**config.mk**
```make
export PLATFORM = sky130hd
export DESIGN_NAME = gpio_output_control
export DESIGN_NICKNAME = d
export VERILOG_FILES = /design/src/rtl/gpio_out_pkg.sv /design/src/rtl/gpio_pin_driver.sv /design/src/rtl/gpio_output_control.sv
export SDC_FILE = /design/constraint.sdc
export NUM_CORES = 1
export LEC_CHECK = 0
export BUFFER_PORTS_ARGS = -buffer_cell sky130_fd_sc_hd__buf_2
export CORE_MARGIN = 2
export CORE_UTILIZATION = 50
export CTS_CLUSTER_SIZE = 30
export DETAILED_ROUTE_END_ITERATION = 16
export GPL_TIMING_DRIVEN = 0
export PLACE_DENSITY = 0.8
export REMOVE_ABC_BUFFERS = 1
export SLEW_MARGIN = 10
export SYNTH_ARGS = -nofsm -noshare
export SYNTH_HDL_FRONTEND = slang
export SYNTH_SLANG_ARGS = --single-unit
```
**constraint.sdc**
```tcl
create_clock -name clk_sys -period 5.4 [get_ports clk_sys]
set_clock_uncertainty 0.1 [all_clocks]
set_input_delay 0.54 -clock clk_sys [delete_from_list [all_inputs] [get_ports clk_sys]]
set_output_delay 0.54 -clock clk_sys [all_outputs]
set_load 0.03 [all_outputs]
```
**src/rtl/gpio_out_pkg.sv**
```systemverilog
package gpio_out_pkg;
  // ==========================================================
  // register byte offsets
  localparam logic [7:0]  OFS_FUNC_SEL0      = 8'h00;
  localparam logic [7:0]  OFS_FUNC_SEL0_SET  = 8'h04;
  localparam logic [7:0]  OFS_FUNC_SEL0_CLR  = 8'h08;
  localparam logic [7:0]  OFS_OUT_EN         = 8'h0C;
  localparam logic [7:0]  OFS_OUT_EN_SET     = 8'h10;
  localparam logic [7:0]  OFS_OUT_EN_CLR     = 8'h14;
  localparam logic [7:0]  OFS_OUT_LEVEL      = 8'h18;
  // ==========================================================
  // reset values
  localparam logic [31:0] RST_FUNC_SEL0      = 32'h0000_0000;
  localparam logic [31:0] RST_OUT_EN         = 32'h0000_0000;
  localparam logic [31:0] RST_OUT_LEVEL      = 32'h0000_0000;
  // ==========================================================
  // axi responses
  localparam logic [1:0]  RESP_OKAY          = 2'h0;
  localparam logic [1:0]  RESP_SLVERR        = 2'h2;
endpackage : gpio_out_pkg

```
**src/rtl/gpio_pin_driver.sv**
```systemverilog
`timescale 1ns/1ps
// per-pin output stage: drives only plain i/o pins with enable set
module gpio_pin_driver #(
  parameter int Width = 32
) (
  // register state
  input  wire logic [Width-1:0] outEnable,
  input  wire logic [Width-1:0] outLevel,
  input  wire logic [Width-1:0] altFunction,
  // pad side
  output logic      [Width-1:0] padOut,
  output logic      [Width-1:0] padOeN
);
  // ==========================================================
  // pad drive
  // level ignored when disabled or alternate function   // see [RL7]
  assign padOut = outLevel & outEnable & ~altFunction;  // see [RL6]
  // active-low enable: low while the driver is on      // see [RL2]
  assign padOeN = ~(outEnable & ~altFunction);
endmodule : gpio_pin_driver

```
**src/rtl/gpio_output_control.sv**
```systemverilog
`timescale 1ns/1ps
// Notes on behaviour
// [RL1] clear alias write clears function-select ones
// [RL2] output-enable bit one turns driver on
// [RL3] enable writable directly or via aliases
// [RL4] set alias write sets enable ones
// [RL5] clear alias write clears enable ones
// [RL6] level bit zero low, one high
// [RL7] level ignored if disabled or alternate
// [RL8] software keeps absent pins at reset
// [RL9] function-select picks plain or alternate mode
// [RL10] bit n controls pin n, reset zero
module gpio_output_control #(
  parameter int Width = 32
) (
  // clock and reset
  input  wire logic             clk_sys,
  input  wire logic             reset,
  // axi4-lite write address
  input  wire logic [7:0]       s_axi_awaddr,
  input  wire logic             s_axi_awvalid,
  output logic                  s_axi_awready,
  // axi4-lite write data
  input  wire logic [31:0]      s_axi_wdata,
  input  wire logic [3:0]       s_axi_wstrb,
  input  wire logic             s_axi_wvalid,
  output logic                  s_axi_wready,
  // axi4-lite write response
  output logic [1:0]            s_axi_bresp,
  output logic                  s_axi_bvalid,
  input  wire logic             s_axi_bready,
  // axi4-lite read address
  input  wire logic [7:0]       s_axi_araddr,
  input  wire logic             s_axi_arvalid,
  output logic                  s_axi_arready,
  // axi4-lite read data
  output logic [31:0]           s_axi_rdata,
  output logic [1:0]            s_axi_rresp,
  output logic                  s_axi_rvalid,
  input  wire logic             s_axi_rready,
  // alternate function selection from the other select bits
  input  wire logic [Width-1:0] funcSelHigh,
  // pads
  output logic [Width-1:0]      padOut,
  output logic [Width-1:0]      padOeN,
  // selection state towards the rest of the port
  output logic [Width-1:0]      funcSel0,
  output logic [Width-1:0]      altFunction
);
  // ==========================================================
  // state
  logic [Width-1:0] funcSel0_r;   // function-select bit 0
  logic [Width-1:0] outEn_r;      // output enable
  logic [Width-1:0] outLevel_r;   // output level
  logic [7:0]       awAddr_r;     // captured write address
  logic             awHave_r;     // address held
  logic [31:0]      wData_r;      // captured write data
  logic [3:0]       wStrb_r;      // captured strobes
  logic             wHave_r;      // data held
  logic             bValid_r;     // write response pending
  logic [1:0]       bResp_r;      // write response code
  logic             rValid_r;     // read data pending
  logic [31:0]      rData_r;      // read data
  logic [1:0]       rResp_r;      // read response code
  logic             doWrite;      // commit this cycle
  logic [31:0]      wMask;        // bytes enabled by strobe
  logic [31:0]      wBits;        // written ones under strobe

  // byte strobes to a bit mask
  function automatic logic [31:0] strobeMask(input logic [3:0] strb);
    strobeMask = {{8{strb[3]}}, {8{strb[2]}}, {8{strb[1]}}, {8{strb[0]}}};
  endfunction : strobeMask

  // known map, registers at word-aligned offsets
  function automatic logic isMapped(input logic [7:0] a);
    isMapped = (a[1:0] == 2'h0) && (a <= gpio_out_pkg::OFS_OUT_LEVEL);
  endfunction : isMapped

  // ==========================================================
  // write channels: address and data accepted in any order
  assign s_axi_awready = !awHave_r && !bValid_r;
  assign s_axi_wready  = !wHave_r && !bValid_r;
  assign doWrite       = awHave_r && wHave_r && !bValid_r;
  assign wMask         = strobeMask(wStrb_r);
  assign wBits         = wData_r & wMask;

  // hold address and data until both are present
  always_ff @(posedge clk_sys) begin
    if (reset) begin
      awHave_r <= 1'b0;
      awAddr_r <= 8'h00;
      wHave_r  <= 1'b0;
      wData_r  <= 32'h0000_0000;
      wStrb_r  <= 4'h0;
    end else begin
      if (s_axi_awvalid && s_axi_awready) begin
        awHave_r <= 1'b1;
        awAddr_r <= s_axi_awaddr;
      end else if (doWrite) begin
        awHave_r <= 1'b0;
      end
      if (s_axi_wvalid && s_axi_wready) begin
        wHave_r <= 1'b1;
        wData_r <= s_axi_wdata;
        wStrb_r <= s_axi_wstrb;
      end else if (doWrite) begin
        wHave_r <= 1'b0;
      end
    end
  end

  // write response, slverr for unmapped offsets
  always_ff @(posedge clk_sys) begin
    if (reset) begin
      bValid_r <= 1'b0;
      bResp_r  <= gpio_out_pkg::RESP_OKAY;
    end else if (doWrite) begin
      bValid_r <= 1'b1;
      bResp_r  <= isMapped(awAddr_r) ? gpio_out_pkg::RESP_OKAY : gpio_out_pkg::RESP_SLVERR;
    end else if (s_axi_bready) begin
      bValid_r <= 1'b0;
    end
  end
  assign s_axi_bvalid = bValid_r;
  assign s_axi_bresp  = bResp_r;

  // ==========================================================
  // function-select bit 0, kept here for the clear alias
  // bit n is pin n, all zero after reset                     // see [RL10]
  always_ff @(posedge clk_sys) begin
    if (reset) begin
      funcSel0_r <= gpio_out_pkg::RST_FUNC_SEL0[Width-1:0];
    end else if (doWrite) begin
      case (awAddr_r)
        gpio_out_pkg::OFS_FUNC_SEL0:
          funcSel0_r <= (funcSel0_r & ~wMask[Width-1:0]) | wBits[Width-1:0];
        gpio_out_pkg::OFS_FUNC_SEL0_SET:
          funcSel0_r <= funcSel0_r | wBits[Width-1:0];
        gpio_out_pkg::OFS_FUNC_SEL0_CLR:
          funcSel0_r <= funcSel0_r & ~wBits[Width-1:0];   // see [RL1]
        default: ;
      endcase
    end
  end

  // output enable: direct write or atomic aliases        // see [RL3]
  always_ff @(posedge clk_sys) begin
    if (reset) begin
      outEn_r <= gpio_out_pkg::RST_OUT_EN[Width-1:0];
    end else if (doWrite) begin
      case (awAddr_r)
        gpio_out_pkg::OFS_OUT_EN:
          outEn_r <= (outEn_r & ~wMask[Width-1:0]) | wBits[Width-1:0];
        gpio_out_pkg::OFS_OUT_EN_SET:
          outEn_r <= outEn_r | wBits[Width-1:0];          // see [RL4]
        gpio_out_pkg::OFS_OUT_EN_CLR:
          outEn_r <= outEn_r & ~wBits[Width-1:0];         // see [RL5]
        default: ;
      endcase
    end
  end

  // output level, direct write only
  always_ff @(posedge clk_sys) begin
    if (reset) begin
      outLevel_r <= gpio_out_pkg::RST_OUT_LEVEL[Width-1:0];
    end else if (doWrite && awAddr_r == gpio_out_pkg::OFS_OUT_LEVEL) begin
      outLevel_r <= (outLevel_r & ~wMask[Width-1:0]) | wBits[Width-1:0];
    end
  end

  // ==========================================================
  // read channel: one cycle latency, aliases read as zero
  assign s_axi_arready = !rValid_r;

  always_ff @(posedge clk_sys) begin
    if (reset) begin
      rValid_r <= 1'b0;
      rData_r  <= 32'h0000_0000;
      rResp_r  <= gpio_out_pkg::RESP_OKAY;
    end else if (s_axi_arvalid && s_axi_arready) begin
      rValid_r <= 1'b1;
      rResp_r  <= isMapped(s_axi_araddr) ? gpio_out_pkg::RESP_OKAY
                                         : gpio_out_pkg::RESP_SLVERR;
      case (s_axi_araddr)
        gpio_out_pkg::OFS_FUNC_SEL0: rData_r <= 32'(funcSel0_r);
        gpio_out_pkg::OFS_OUT_EN:    rData_r <= 32'(outEn_r);
        gpio_out_pkg::OFS_OUT_LEVEL: rData_r <= 32'(outLevel_r);
        default:                     rData_r <= 32'h0000_0000;
      endcase
    end else if (s_axi_rready) begin
      rValid_r <= 1'b0;
    end
  end
  assign s_axi_rvalid = rValid_r;
  assign s_axi_rdata  = rData_r;
  assign s_axi_rresp  = rResp_r;

  // ==========================================================
  // mode choice: any select bit set means alternate function
  assign funcSel0    = funcSel0_r;
  assign altFunction = funcSel0_r | funcSelHigh;         // see [RL9]

  gpio_pin_driver #(
    .Width       (Width)
  ) u_driver (
    .outEnable   (outEn_r),
    .outLevel    (outLevel_r),
    .altFunction (altFunction),
    .padOut      (padOut),
    .padOeN      (padOeN)
  );

  // ==========================================================
  // checks
  clear_alias_a: assert property (@(posedge clk_sys) disable iff (reset) // see [RL1]
    doWrite && awAddr_r == gpio_out_pkg::OFS_FUNC_SEL0_CLR
    |=> (funcSel0_r & $past(wBits[Width-1:0])) == '0
        && (funcSel0_r & ~$past(wBits[Width-1:0]))
           == ($past(funcSel0_r) & ~$past(wBits[Width-1:0])))
    else $error("func select clear alias wrong");
  enable_set_a: assert property (@(posedge clk_sys) disable iff (reset) // see [RL4]
    doWrite && awAddr_r == gpio_out_pkg::OFS_OUT_EN_SET
    |=> outEn_r == ($past(outEn_r) | $past(wBits[Width-1:0])))
    else $error("output enable set alias wrong");
  enable_clear_a: assert property (@(posedge clk_sys) disable iff (reset) // see [RL5]
    doWrite && awAddr_r == gpio_out_pkg::OFS_OUT_EN_CLR
    |=> outEn_r == ($past(outEn_r) & ~$past(wBits[Width-1:0])))
    else $error("output enable clear alias wrong");
  enable_direct_a: assert property (@(posedge clk_sys) disable iff (reset) // see [RL3]
    doWrite && awAddr_r == gpio_out_pkg::OFS_OUT_EN && wStrb_r == 4'hF
    |=> 32'(outEn_r) == $past(wData_r))
    else $error("output enable direct write lost");
  driver_on_a: assert property (@(posedge clk_sys) disable iff (reset) // see [RL2]
    padOeN == ~(outEn_r & ~altFunction))
    else $error("driver enable mismatch");
  pin_level_a: assert property (@(posedge clk_sys) disable iff (reset) // see [RL6]
    (padOut & ~padOeN) == (outLevel_r & ~padOeN))
    else $error("driven level mismatch");
  level_ignored_a: assert property (@(posedge clk_sys) disable iff (reset) // see [RL7]
    (padOut & (~outEn_r | altFunction)) == '0)
    else $error("level leaks on idle pin");
  reset_zero_a: assert property (@(posedge clk_sys) // see [RL10]
    $fell(reset) |-> outEn_r == '0 && outLevel_r == '0 && funcSel0_r == '0)
    else $error("registers not zero after reset");
endmodule : gpio_output_control

```
==> metrics.csv, run 1 <==
stage;metric;value;unit
sta;fmax;0.330;GHz
worst_setup_path;cp-end-kind;register;
worst_setup_path;path_class;register to register;
clock_network;cts_buffer_depth;2;
synthesis;synthFlopType;dfxtp_1;
clock_network;htree_num_levels;4;
global_routing;grt_usage;0.264;
clock_network;cts_buffers;17;
global_routing;overflow;0;
synthesis;synthXorXnorAreaFrac;0.00225;
clock_network;hold_buffers;0;
power_and_ir_drop;p_per_area;291;nW/um^2
synthesis;syn-instance-count;898;
sta;worstMarginPinSlew;1.08;ns
clock_network;root_buffer;clkbuf_16;
clock_network;cts_tree;yes;
clock_network;post_cts_resized;0;
power_and_ir_drop;clockPowerShare;0.422;
sta;setup_tns;0;ns
finish;layout_common_cells;buf_2, dfxtp_1, nand2_1, a22o_1, nor2_1;
route;vias;7617;
synthesis;synth_mux_area_frac;0.0412;
floorplan;pin_count;260;
synthesis;synthArstFlopShare;0;
route;wire_per_inst;16.9;um
floorplan;die_h;129;um
route;drt_pass1_iterations;5;
synthesis;synth.avg_cell_area;8.66;um^2
synthesis;synth_compound_gate_area_share;0.263;
synthesis;synth_area;7780;um^2
sta;hold_viol;0;
placed_design;hpwl;15.5;mm
synthesis;synth_edf_count;0;
power_and_ir_drop;ir_worst_vdd;0.211;mV
clock_network;clk_pin_slew;0.06;ns
power_and_ir_drop;p_int;2150;uW
global_routing;grt_max_degree;72;
synthesis;synth.distinct_cells;47;
route;vias_per_cell;5.71;
sta;drv_slew;0;
floorplan;dieArea;16600;um^2
finish;drive_above_1_share;0.286;
clock_network;clock_latency;0.42;ns
worst_setup_path;worstSetupStartpointType;register;
power_and_ir_drop;p_leak;0.00461;uW
synthesis;synth_seq_area_share;0.458;
sta;rsz0062_at_grt;false;
global_routing;grt_pass1_wl;34.7;mm
sta;setup_viol;0;
floorplan;coreArea;15200;um^2
finish;final_nets;1223;
global_routing;antenna_found_initial;0;
global_routing;grt_pass1_vias;6839;
power_and_ir_drop;p_switching;715;uW
route;ant_nets;0;
finish;areaGrowthSynthToFinish;26.5;%
sta;timing.hold.ws;0.209;ns
job;drv_cap;0;
worst_hold_path;min_path_type;input port to register;
route;post-route-drc-count;0;
synthesis;synth_fa_ha_area_frac;0;
clock_network;clock-sinks;178;
worst_setup_path;required;5.66;ns
power_and_ir_drop;pwr-share-seq;0.479;
sta;maxSlewHeadroom;0.273;
outcome;status;finished, final reports clean;
clock_network;cts_setup_buffers;0;
sta;period_needed;3.03;ns
synthesis;synth_simple_gate_area_frac;0.177;
worst_setup_path;cp_max_fo;12;
power_and_ir_drop;p_sw_frac;0.249;
power_and_ir_drop;p_comb_frac;0.098;
synthesis;synth-warning-count;0;
route;drtIter0Drc;709;
finish;layout_commonest_cell;buf_2;
placed_design;place.gp.congestion;0.771;
sta;period_share;0.561;
synthesis;synth_top_family_by_area;compound AO/OA/AOI/OAI gates;
floorplan;initial_utilization;0.512;
worst_setup_path;crit_arrival;3.29;ns
floorplan;die_x;129;um
placed_design;port_buffers;257;
synthesis;synth_seq_cells;178;
floorplan;rows;45;
finish;insertedDiodeCount;0;
route;totalWireLength;22.5;mm
power groups by stage:
stage / sequential [uW] / clock, uW / combinational [uW]
finish: 1370 / 1210 / 282
global route: 1380 / 1280 / 305
CTS: 1370 / 1230 / 281
detailed placement: 1400 / 0 / 280
global placement: 1400 / 0 / 255
floorplan: 1400 / 0 / 150
area by class of cell:
type	count	area [um^2]
sequential	178	3560
inverter	40	150
clock inverter	9	105
clock buffer	23	478
multi-input combinational	623	3810
timing repair buffer	272	1500
fill	1289	5360
tap	188	235
stage by stage:
step / worst slack [ns] / cells / utilization / total power [uW] / area (um^2)
final: 2.37 / 1333 / 0.647 / 2870 / 9840
after global routing: 2.13 / 1333 / 0.647 / 2970 / 9840
after CTS: 2.35 / 1333 / 0.647 / 2880 / 9840
after detailed placement: 2.37 / 1301 / 0.609 / 1680 / 9260
after global placement: -1.19 / 1286 / 0.593 / 1660 / 9010
after floorplan: 1.34 / 841 / - / 1550 / 7490
per-layer routing:
metal,vias up,global-route usage,part of all wire
met1,3604,0.340,0.44
met4,0,0.0844,0.0092
met5,-,0,0
met2,305,0.451,0.49
li1,3682,-,-
met3,26,0.0499,0.060
final timing paths:
kind / slack, ns / start / cells after the start / to
worst max register to register: 2.37 / awAddr_r[5] / 6 / funcSel0[29]
worst max-delay path: 2.37 / awAddr_r[5] / 6 / funcSel0[29]
worst min-delay path: 0.21 / s_axi_rready / 2 / s_axi_rvalid
worst min register to register: 0.35 / s_axi_rdata[27] / 2 / s_axi_rdata[27]
worst max-delay path, cell delays in order, from the launching register on:
cell      delay (ns)
dfxtp_1         0.33
nor4_2          0.94
nand4b_1        0.74
buf_6           0.38
buf_6           0.15
o21ai_0         0.18
a22o_1          0.15
logic make-up after synthesis:
logic type      after synthesis
mux                          32
compound gates              289
buf+inv                      98
flops                       178
other cells                   1
simple gates                298
xor+xnor                      2
cell usage after synthesis (2+ instances only):
| master | number | area share |
|---|---|---|
| inv_1 | 40 | 0.019 |
| a41o_1 | 4 | 0.0051 |
| or3_1 | 2 | 0.0016 |
| or4_4 | 2 | 0.0029 |
| nor4_1 | 2 | 0.0016 |
| nand4b_1 | 2 | 0.0023 |
| nand2_1 | 155 | 0.075 |
| mux2i_1 | 32 | 0.041 |
| a21oi_1 | 49 | 0.032 |
| and3_1 | 32 | 0.026 |
| buf_6 | 8 | 0.012 |
| buf_4 | 2 | 0.0019 |
| a211oi_1 | 2 | 0.0019 |
| nor3_1 | 2 | 0.0013 |
| xor2_1 | 2 | 0.0023 |
| buf_1 | 2 | 0.00097 |
| buf_2 | 4 | 0.0026 |
| o22ai_1 | 32 | 0.026 |
| nor2_1 | 72 | 0.035 |
| nand3b_1 | 3 | 0.0029 |
| a22oi_1 | 32 | 0.031 |
| clkbuf_2 | 2 | 0.0013 |
| o21ai_0 | 66 | 0.042 |
| and2_1 | 7 | 0.0056 |
| nand4_2 | 4 | 0.0064 |
| nor3_2 | 4 | 0.0051 |
| clkbuf_1 | 39 | 0.019 |
| a22o_1 | 96 | 0.11 |
| dfxtp_1 | 178 | 0.46 |
| a2111oi_4 | 4 | 0.014 |
No activity file was read; power rests on OpenSTA's default activity.
==> inputs of run 2 (changes only) <==
clock period = 2.9 ns   (was 5.4 ns; I/O delays follow)
==> metrics.csv, run 2 (synthesized netlist as in run 1, its figures left out) <==
stage;metric;value;unit
route;post-route-drc-count;0;
finish;nFillCells;1276;
sta;finalWorstSetupSlack;0.234;ns
power_and_ir_drop;p_per_area;536;nW/um^2
finish;layout_commonest_cell;buf_2;
route;vias;7726;
sta;period_share;0.919;
sta;maxSlewHeadroom;0.380;
sta;drv_slew;0;
clock_network;cts_buffer_depth;2;
finish;insertedDiodeCount;0;
finish;fin_util;0.657;
clock_network;clock-sinks;178;
placed_design;place.gp.congestion;0.771;
worst_setup_path;cpPeakStageDelay;0.67;ns
sta;fmax;0.375;GHz
worst_setup_path;cp_slowest_cell;nor4_4;
power_and_ir_drop;power;5360;uW
clock_network;clk_pin_slew;0.06;ns
worst_setup_path;cp-end-kind;register;
clock_network;clock_latency;0.42;ns
job;drv_cap;0;
finish;layout_common_cells;buf_2, dfxtp_1, nand2_1, a22o_1, nor2_1;
sta;hold_viol;0;
floorplan;rows;45;
route;drtIter0Drc;681;
sta;period_needed;2.67;ns
route;vias_per_cell;5.74;
global_routing;grt_pass1_wl;35.1;mm
sta;setup_tns;0;ns
floorplan;coreArea;15200;um^2
global_routing;antenna_found_initial;0;
floorplan;die_h;129;um
route;totalWireLength;22.7;mm
worst_setup_path;r2r_cells;6;
global_routing;grt_pass1_vias;6913;
global_routing;grt_usage;0.267;
clock_network;root_buffer;clkbuf_16;
clock_network;htree_num_levels;4;
sta;rsz0062_at_grt;false;
placed_design;port_buffers;257;
finish;drive_above_1_share;0.282;
worst_setup_path;cp_max_fo;12;
finish;areaGrowthSynthToFinish;28.4;%
worst_setup_path;required;3.16;ns
global_routing;grt_max_degree;72;
worst_setup_path;r2r_start;awAddr_r[5];
floorplan;dieArea;16600;um^2
worst_setup_path;cp.depth;6;
worst_setup_path;cpMostUsedCell;buf_6;
worst_setup_path;crit_chain;nor4_4 > nand4b_1 > buf_6 > buf_6 > o21ai_0 > a22o_1;
floorplan;pin_count;260;
worst_hold_path;min_path_type;input port to register;
worst_setup_path;path_buf_inv;2;
route;ant_nets;0;
worst_setup_path;cp-startpoint;awAddr_r[5];
power_and_ir_drop;ir_worst_vdd;0.393;mV
placed_design;hpwl;15.5;mm
worst_setup_path;worstSetupEndpoint;funcSel0[29];
placed_design;pre_cts_ws;-0.135;ns
worst_setup_path;crit_family;simple AND/OR/NAND/NOR gates;
global_routing;overflow;0;
worst_setup_path;reg2reg_to;funcSel0[29];
route;drt_pass1_iterations;5;
route;wire_per_inst;16.8;um
sta;worstMarginPinSlew;0.926;ns
finish;final_nets;1237;
worst_setup_path;crit_arrival;2.93;ns
clock_network;cts_setup_buffers;0;
worst_setup_path;worstSetupStartpointType;register;
clock_network;cts_buffers;17;
outcome;status;finished, final reports clean;
floorplan;die_x;129;um
clock_network;cts_tree;yes;
worst_setup_path;reg2reg_slack;0.23;ns
sta;setup_viol;0;
worst_setup_path;path_class;register to register;
floorplan;initial_utilization;0.512;
power_and_ir_drop;p_leak;0.00468;uW
## run 2: cell count changes in the layout (fill, tap and decap cells not counted)
cell and delta:
nor4_2 -1, dlygate4sd3_1 +14, nor4_4 +1
## run 2: cell type report
cell class	count	area (um^2)	area share
Clock buffer	23	478	0.0478
Tap cell	188	235	0.0235
Inverter	40	150	0.0150
Timing Repair Buffer	286	1640	0.164
Clock inverter	9	105	0.0105
Sequential cell	178	3560	0.357
Multi-Input combinational cell	623	3820	0.382
## run 2: stage by stage
| step | hold WS, ns | cells | cell area, um^2 |
|---|---|---|---|
| global placement | 0.330 | 1286 | 9010 |
| detailed placement | 0.337 | 1301 | 9260 |
| CTS | 0.00196 | 1347 | 9990 |
| floorplan | 0.259 | 841 | 7490 |
| finish | 0.0184 | 1347 | 9990 |
| global route | 0.00621 | 1347 | 9990 |
## run 2: timing repair
action	CTS	global route
hold endpoints to repair	14	0
hold buffers	14	0
gates resized for setup	1	0
setup endpoints to repair	11	0
## run 2: power by group
group | switching (uW) | leakage [uW] | internal [uW]
Sequential | 66.6 | 0.00144 | 2490
Clock | 921 | 0.000275 | 1330
Combinational | 348 | 0.00296 | 193
## run 2: worst min path at each step
| stage | start | endpoint | slack (ns) | depth (start not counted) |
|---|---|---|---|---|
| 6_report | s_axi_wdata[24] | wData_r[24] | 0.02 | 3 |
| 5_1_grt | s_axi_wdata[27] | wData_r[27] | 0.006 | 3 |
| 4_1_cts | s_axi_wdata[28] | wData_r[28] | 0.002 | 3 |
| 3_5_place_dp | s_axi_rdata[16] | s_axi_rdata[16] | 0.34 | 2 |
| 3_3_place_gp | s_axi_rdata[26] | s_axi_rdata[26] | 0.33 | 2 |
| 2_1_floorplan | reset | awAddr_r[0] | 0.26 | 1 |
## run 2: worst min-delay path, stage by stage
cell     delay (ns)
buf_2          0.09
nand2_1        0.04
a21oi_1        0.05
## run 2: per-layer routing
layer  up-vias  track usage  wire, um  part of all wire
met1      3659        0.341     10000              0.44
met4         0       0.0857       266             0.012
li1       3715            -         -                 -
met5         -            0         0                 0
met3        31       0.0491      1390             0.061
met2       321        0.458     11000              0.49
==> inputs of run 3 (changes only) <==
HOLD_SLACK_MARGIN = 0.05   (was not set)
==> metrics.csv, run 3 (synthesized netlist as in run 1, its figures left out) <==
stage;metric;value;unit
sta;finalWorstSetupSlack;0.216;ns
global_routing;grt_pass1_wl;35.8;mm
floorplan;dieArea;16600;um^2
outcome;status;finished, final reports clean;
finish;areaGrowthSynthToFinish;32.6;%
route;post-route-drc-count;0;
power_and_ir_drop;p_leak;0.00481;uW
finish;nFillCells;1229;
sta;maxSlewHeadroom;0.385;
worst_setup_path;reg2reg_slack;0.22;ns
power_and_ir_drop;ir_worst_vdd;0.394;mV
floorplan;die_h;129;um
global_routing;grt_max_degree;72;
clock_network;cts_tree;yes;
worst_setup_path;worstSetupStartpointType;register;
global_routing;antenna_found_initial;0;
route;vias;7831;
global_routing;grt_usage;0.272;
finish;layout_common_cells;buf_2, dfxtp_1, nand2_1, a22o_1, nor2_1;
clock_network;htree_num_levels;4;
global_routing;overflow;0;
clock_network;clock_latency;0.42;ns
worst_setup_path;cp_max_fo;12;
sta;period_needed;2.68;ns
floorplan;die_x;129;um
clock_network;cts_buffer_depth;2;
worst_setup_path;crit_arrival;2.95;ns
finish;layout_commonest_cell;buf_2;
sta;rsz0062_at_grt;false;
sta;setup_viol;0;
power_and_ir_drop;p_per_area;523;nW/um^2
worst_setup_path;path_class;register to register;
route;drtIter0Drc;760;
sta;worstMarginPinSlew;0.918;ns
finish;drive_above_1_share;0.275;
sta;period_share;0.925;
floorplan;pin_count;260;
placed_design;dp_cells;1301;
sta;timing.hold.ws;0.0607;ns
route;drt_pass1_iterations;5;
clock_network;cts_setup_buffers;0;
finish;final_nets;1269;
clock_network;root_buffer;clkbuf_16;
placed_design;port_buffers;257;
placed_design;hpwl;15.5;mm
worst_setup_path;cp-end-kind;register;
job;drv_cap;0;
floorplan;coreArea;15200;um^2
sta;drv_slew;0;
route;vias_per_cell;5.68;
worst_hold_path;min_path_type;input port to register;
floorplan;rows;45;
route;totalWireLength;23.1;mm
route;wire_per_inst;16.8;um
route;ant_nets;0;
sta;hold_viol;0;
floorplan;initial_utilization;0.512;
placed_design;place.gp.congestion;0.771;
power_and_ir_drop;power;5390;uW
placed_design;pre_cts_ws;-0.135;ns
global_routing;grt_pass1_vias;7135;
clock_network;clock-sinks;178;
finish;stdcell_count;1379;
clock_network;cts_buffers;17;
clock_network;clk_pin_slew;0.06;ns
finish;insertedDiodeCount;0;
sta;fmax;0.373;GHz
worst_setup_path;required;3.16;ns
run 3: layer usage:
metal	share of wire	GRT usage	wire length [um]
met1	0.44	0.346	10100
met3	0.061	0.0495	1400
met5	0	0	0
met2	0.49	0.467	11300
met4	0.013	0.0940	308
run 3: area by class of cell:
| type | instances | area (um^2) | share of cell area |
|---|---|---|---|
| multi-input combinational | 623 | 3820 | 0.370 |
| sequential | 178 | 3560 | 0.346 |
| tap | 188 | 235 | 0.0228 |
| timing repair buffer | 318 | 1960 | 0.190 |
| clock buffer | 23 | 478 | 0.0463 |
| clock inverter | 9 | 105 | 0.0102 |
| inverter | 40 | 150 | 0.0146 |
run 3: worst max-delay path: stages (launching register included):
cell and delay [ns]:
dfxtp_1 0.34, nor4_4 0.67, nand4b_1 0.66, buf_6 0.36, buf_6 0.15, o21ai_0 0.18, a22o_1 0.16
run 3: power by group:
group	switching, uW	internal [uW]	total, uW
Sequential	66.6	2490	2560
Clock	923	1330	2260
Combinational	355	222	577
Total	1350	4050	5390
run 3: final timing paths:
path | cells after the start | to | start
worst min register to register | 2 | s_axi_rdata[27] | s_axi_rdata[27]
worst max-delay path | 6 | funcSel0[29] | awAddr_r[5]
worst max register to register | 6 | funcSel0[29] | awAddr_r[5]
worst min-delay path | 3 | s_axi_rvalid | s_axi_arvalid
run 3: timing repair:
item | 4_1_cts | 5_1_grt
endpoints found under the setup margin | 11 | 0
endpoints found under the hold margin | 46 | 0
hold buffers | 46 | 0
gates resized for setup | 1 | 0
run 3: per-stage QoR:
step / setup TNS (ns) / area, um^2 / util
floorplan: -29.56 / 7490 / -
global placement: -154.00 / 9010 / 0.593
detailed placement: -0.995 / 9260 / 0.609
CTS: 0 / 10300 / 0.678
global route: 0 / 10300 / 0.678
finish: 0 / 10300 / 0.678
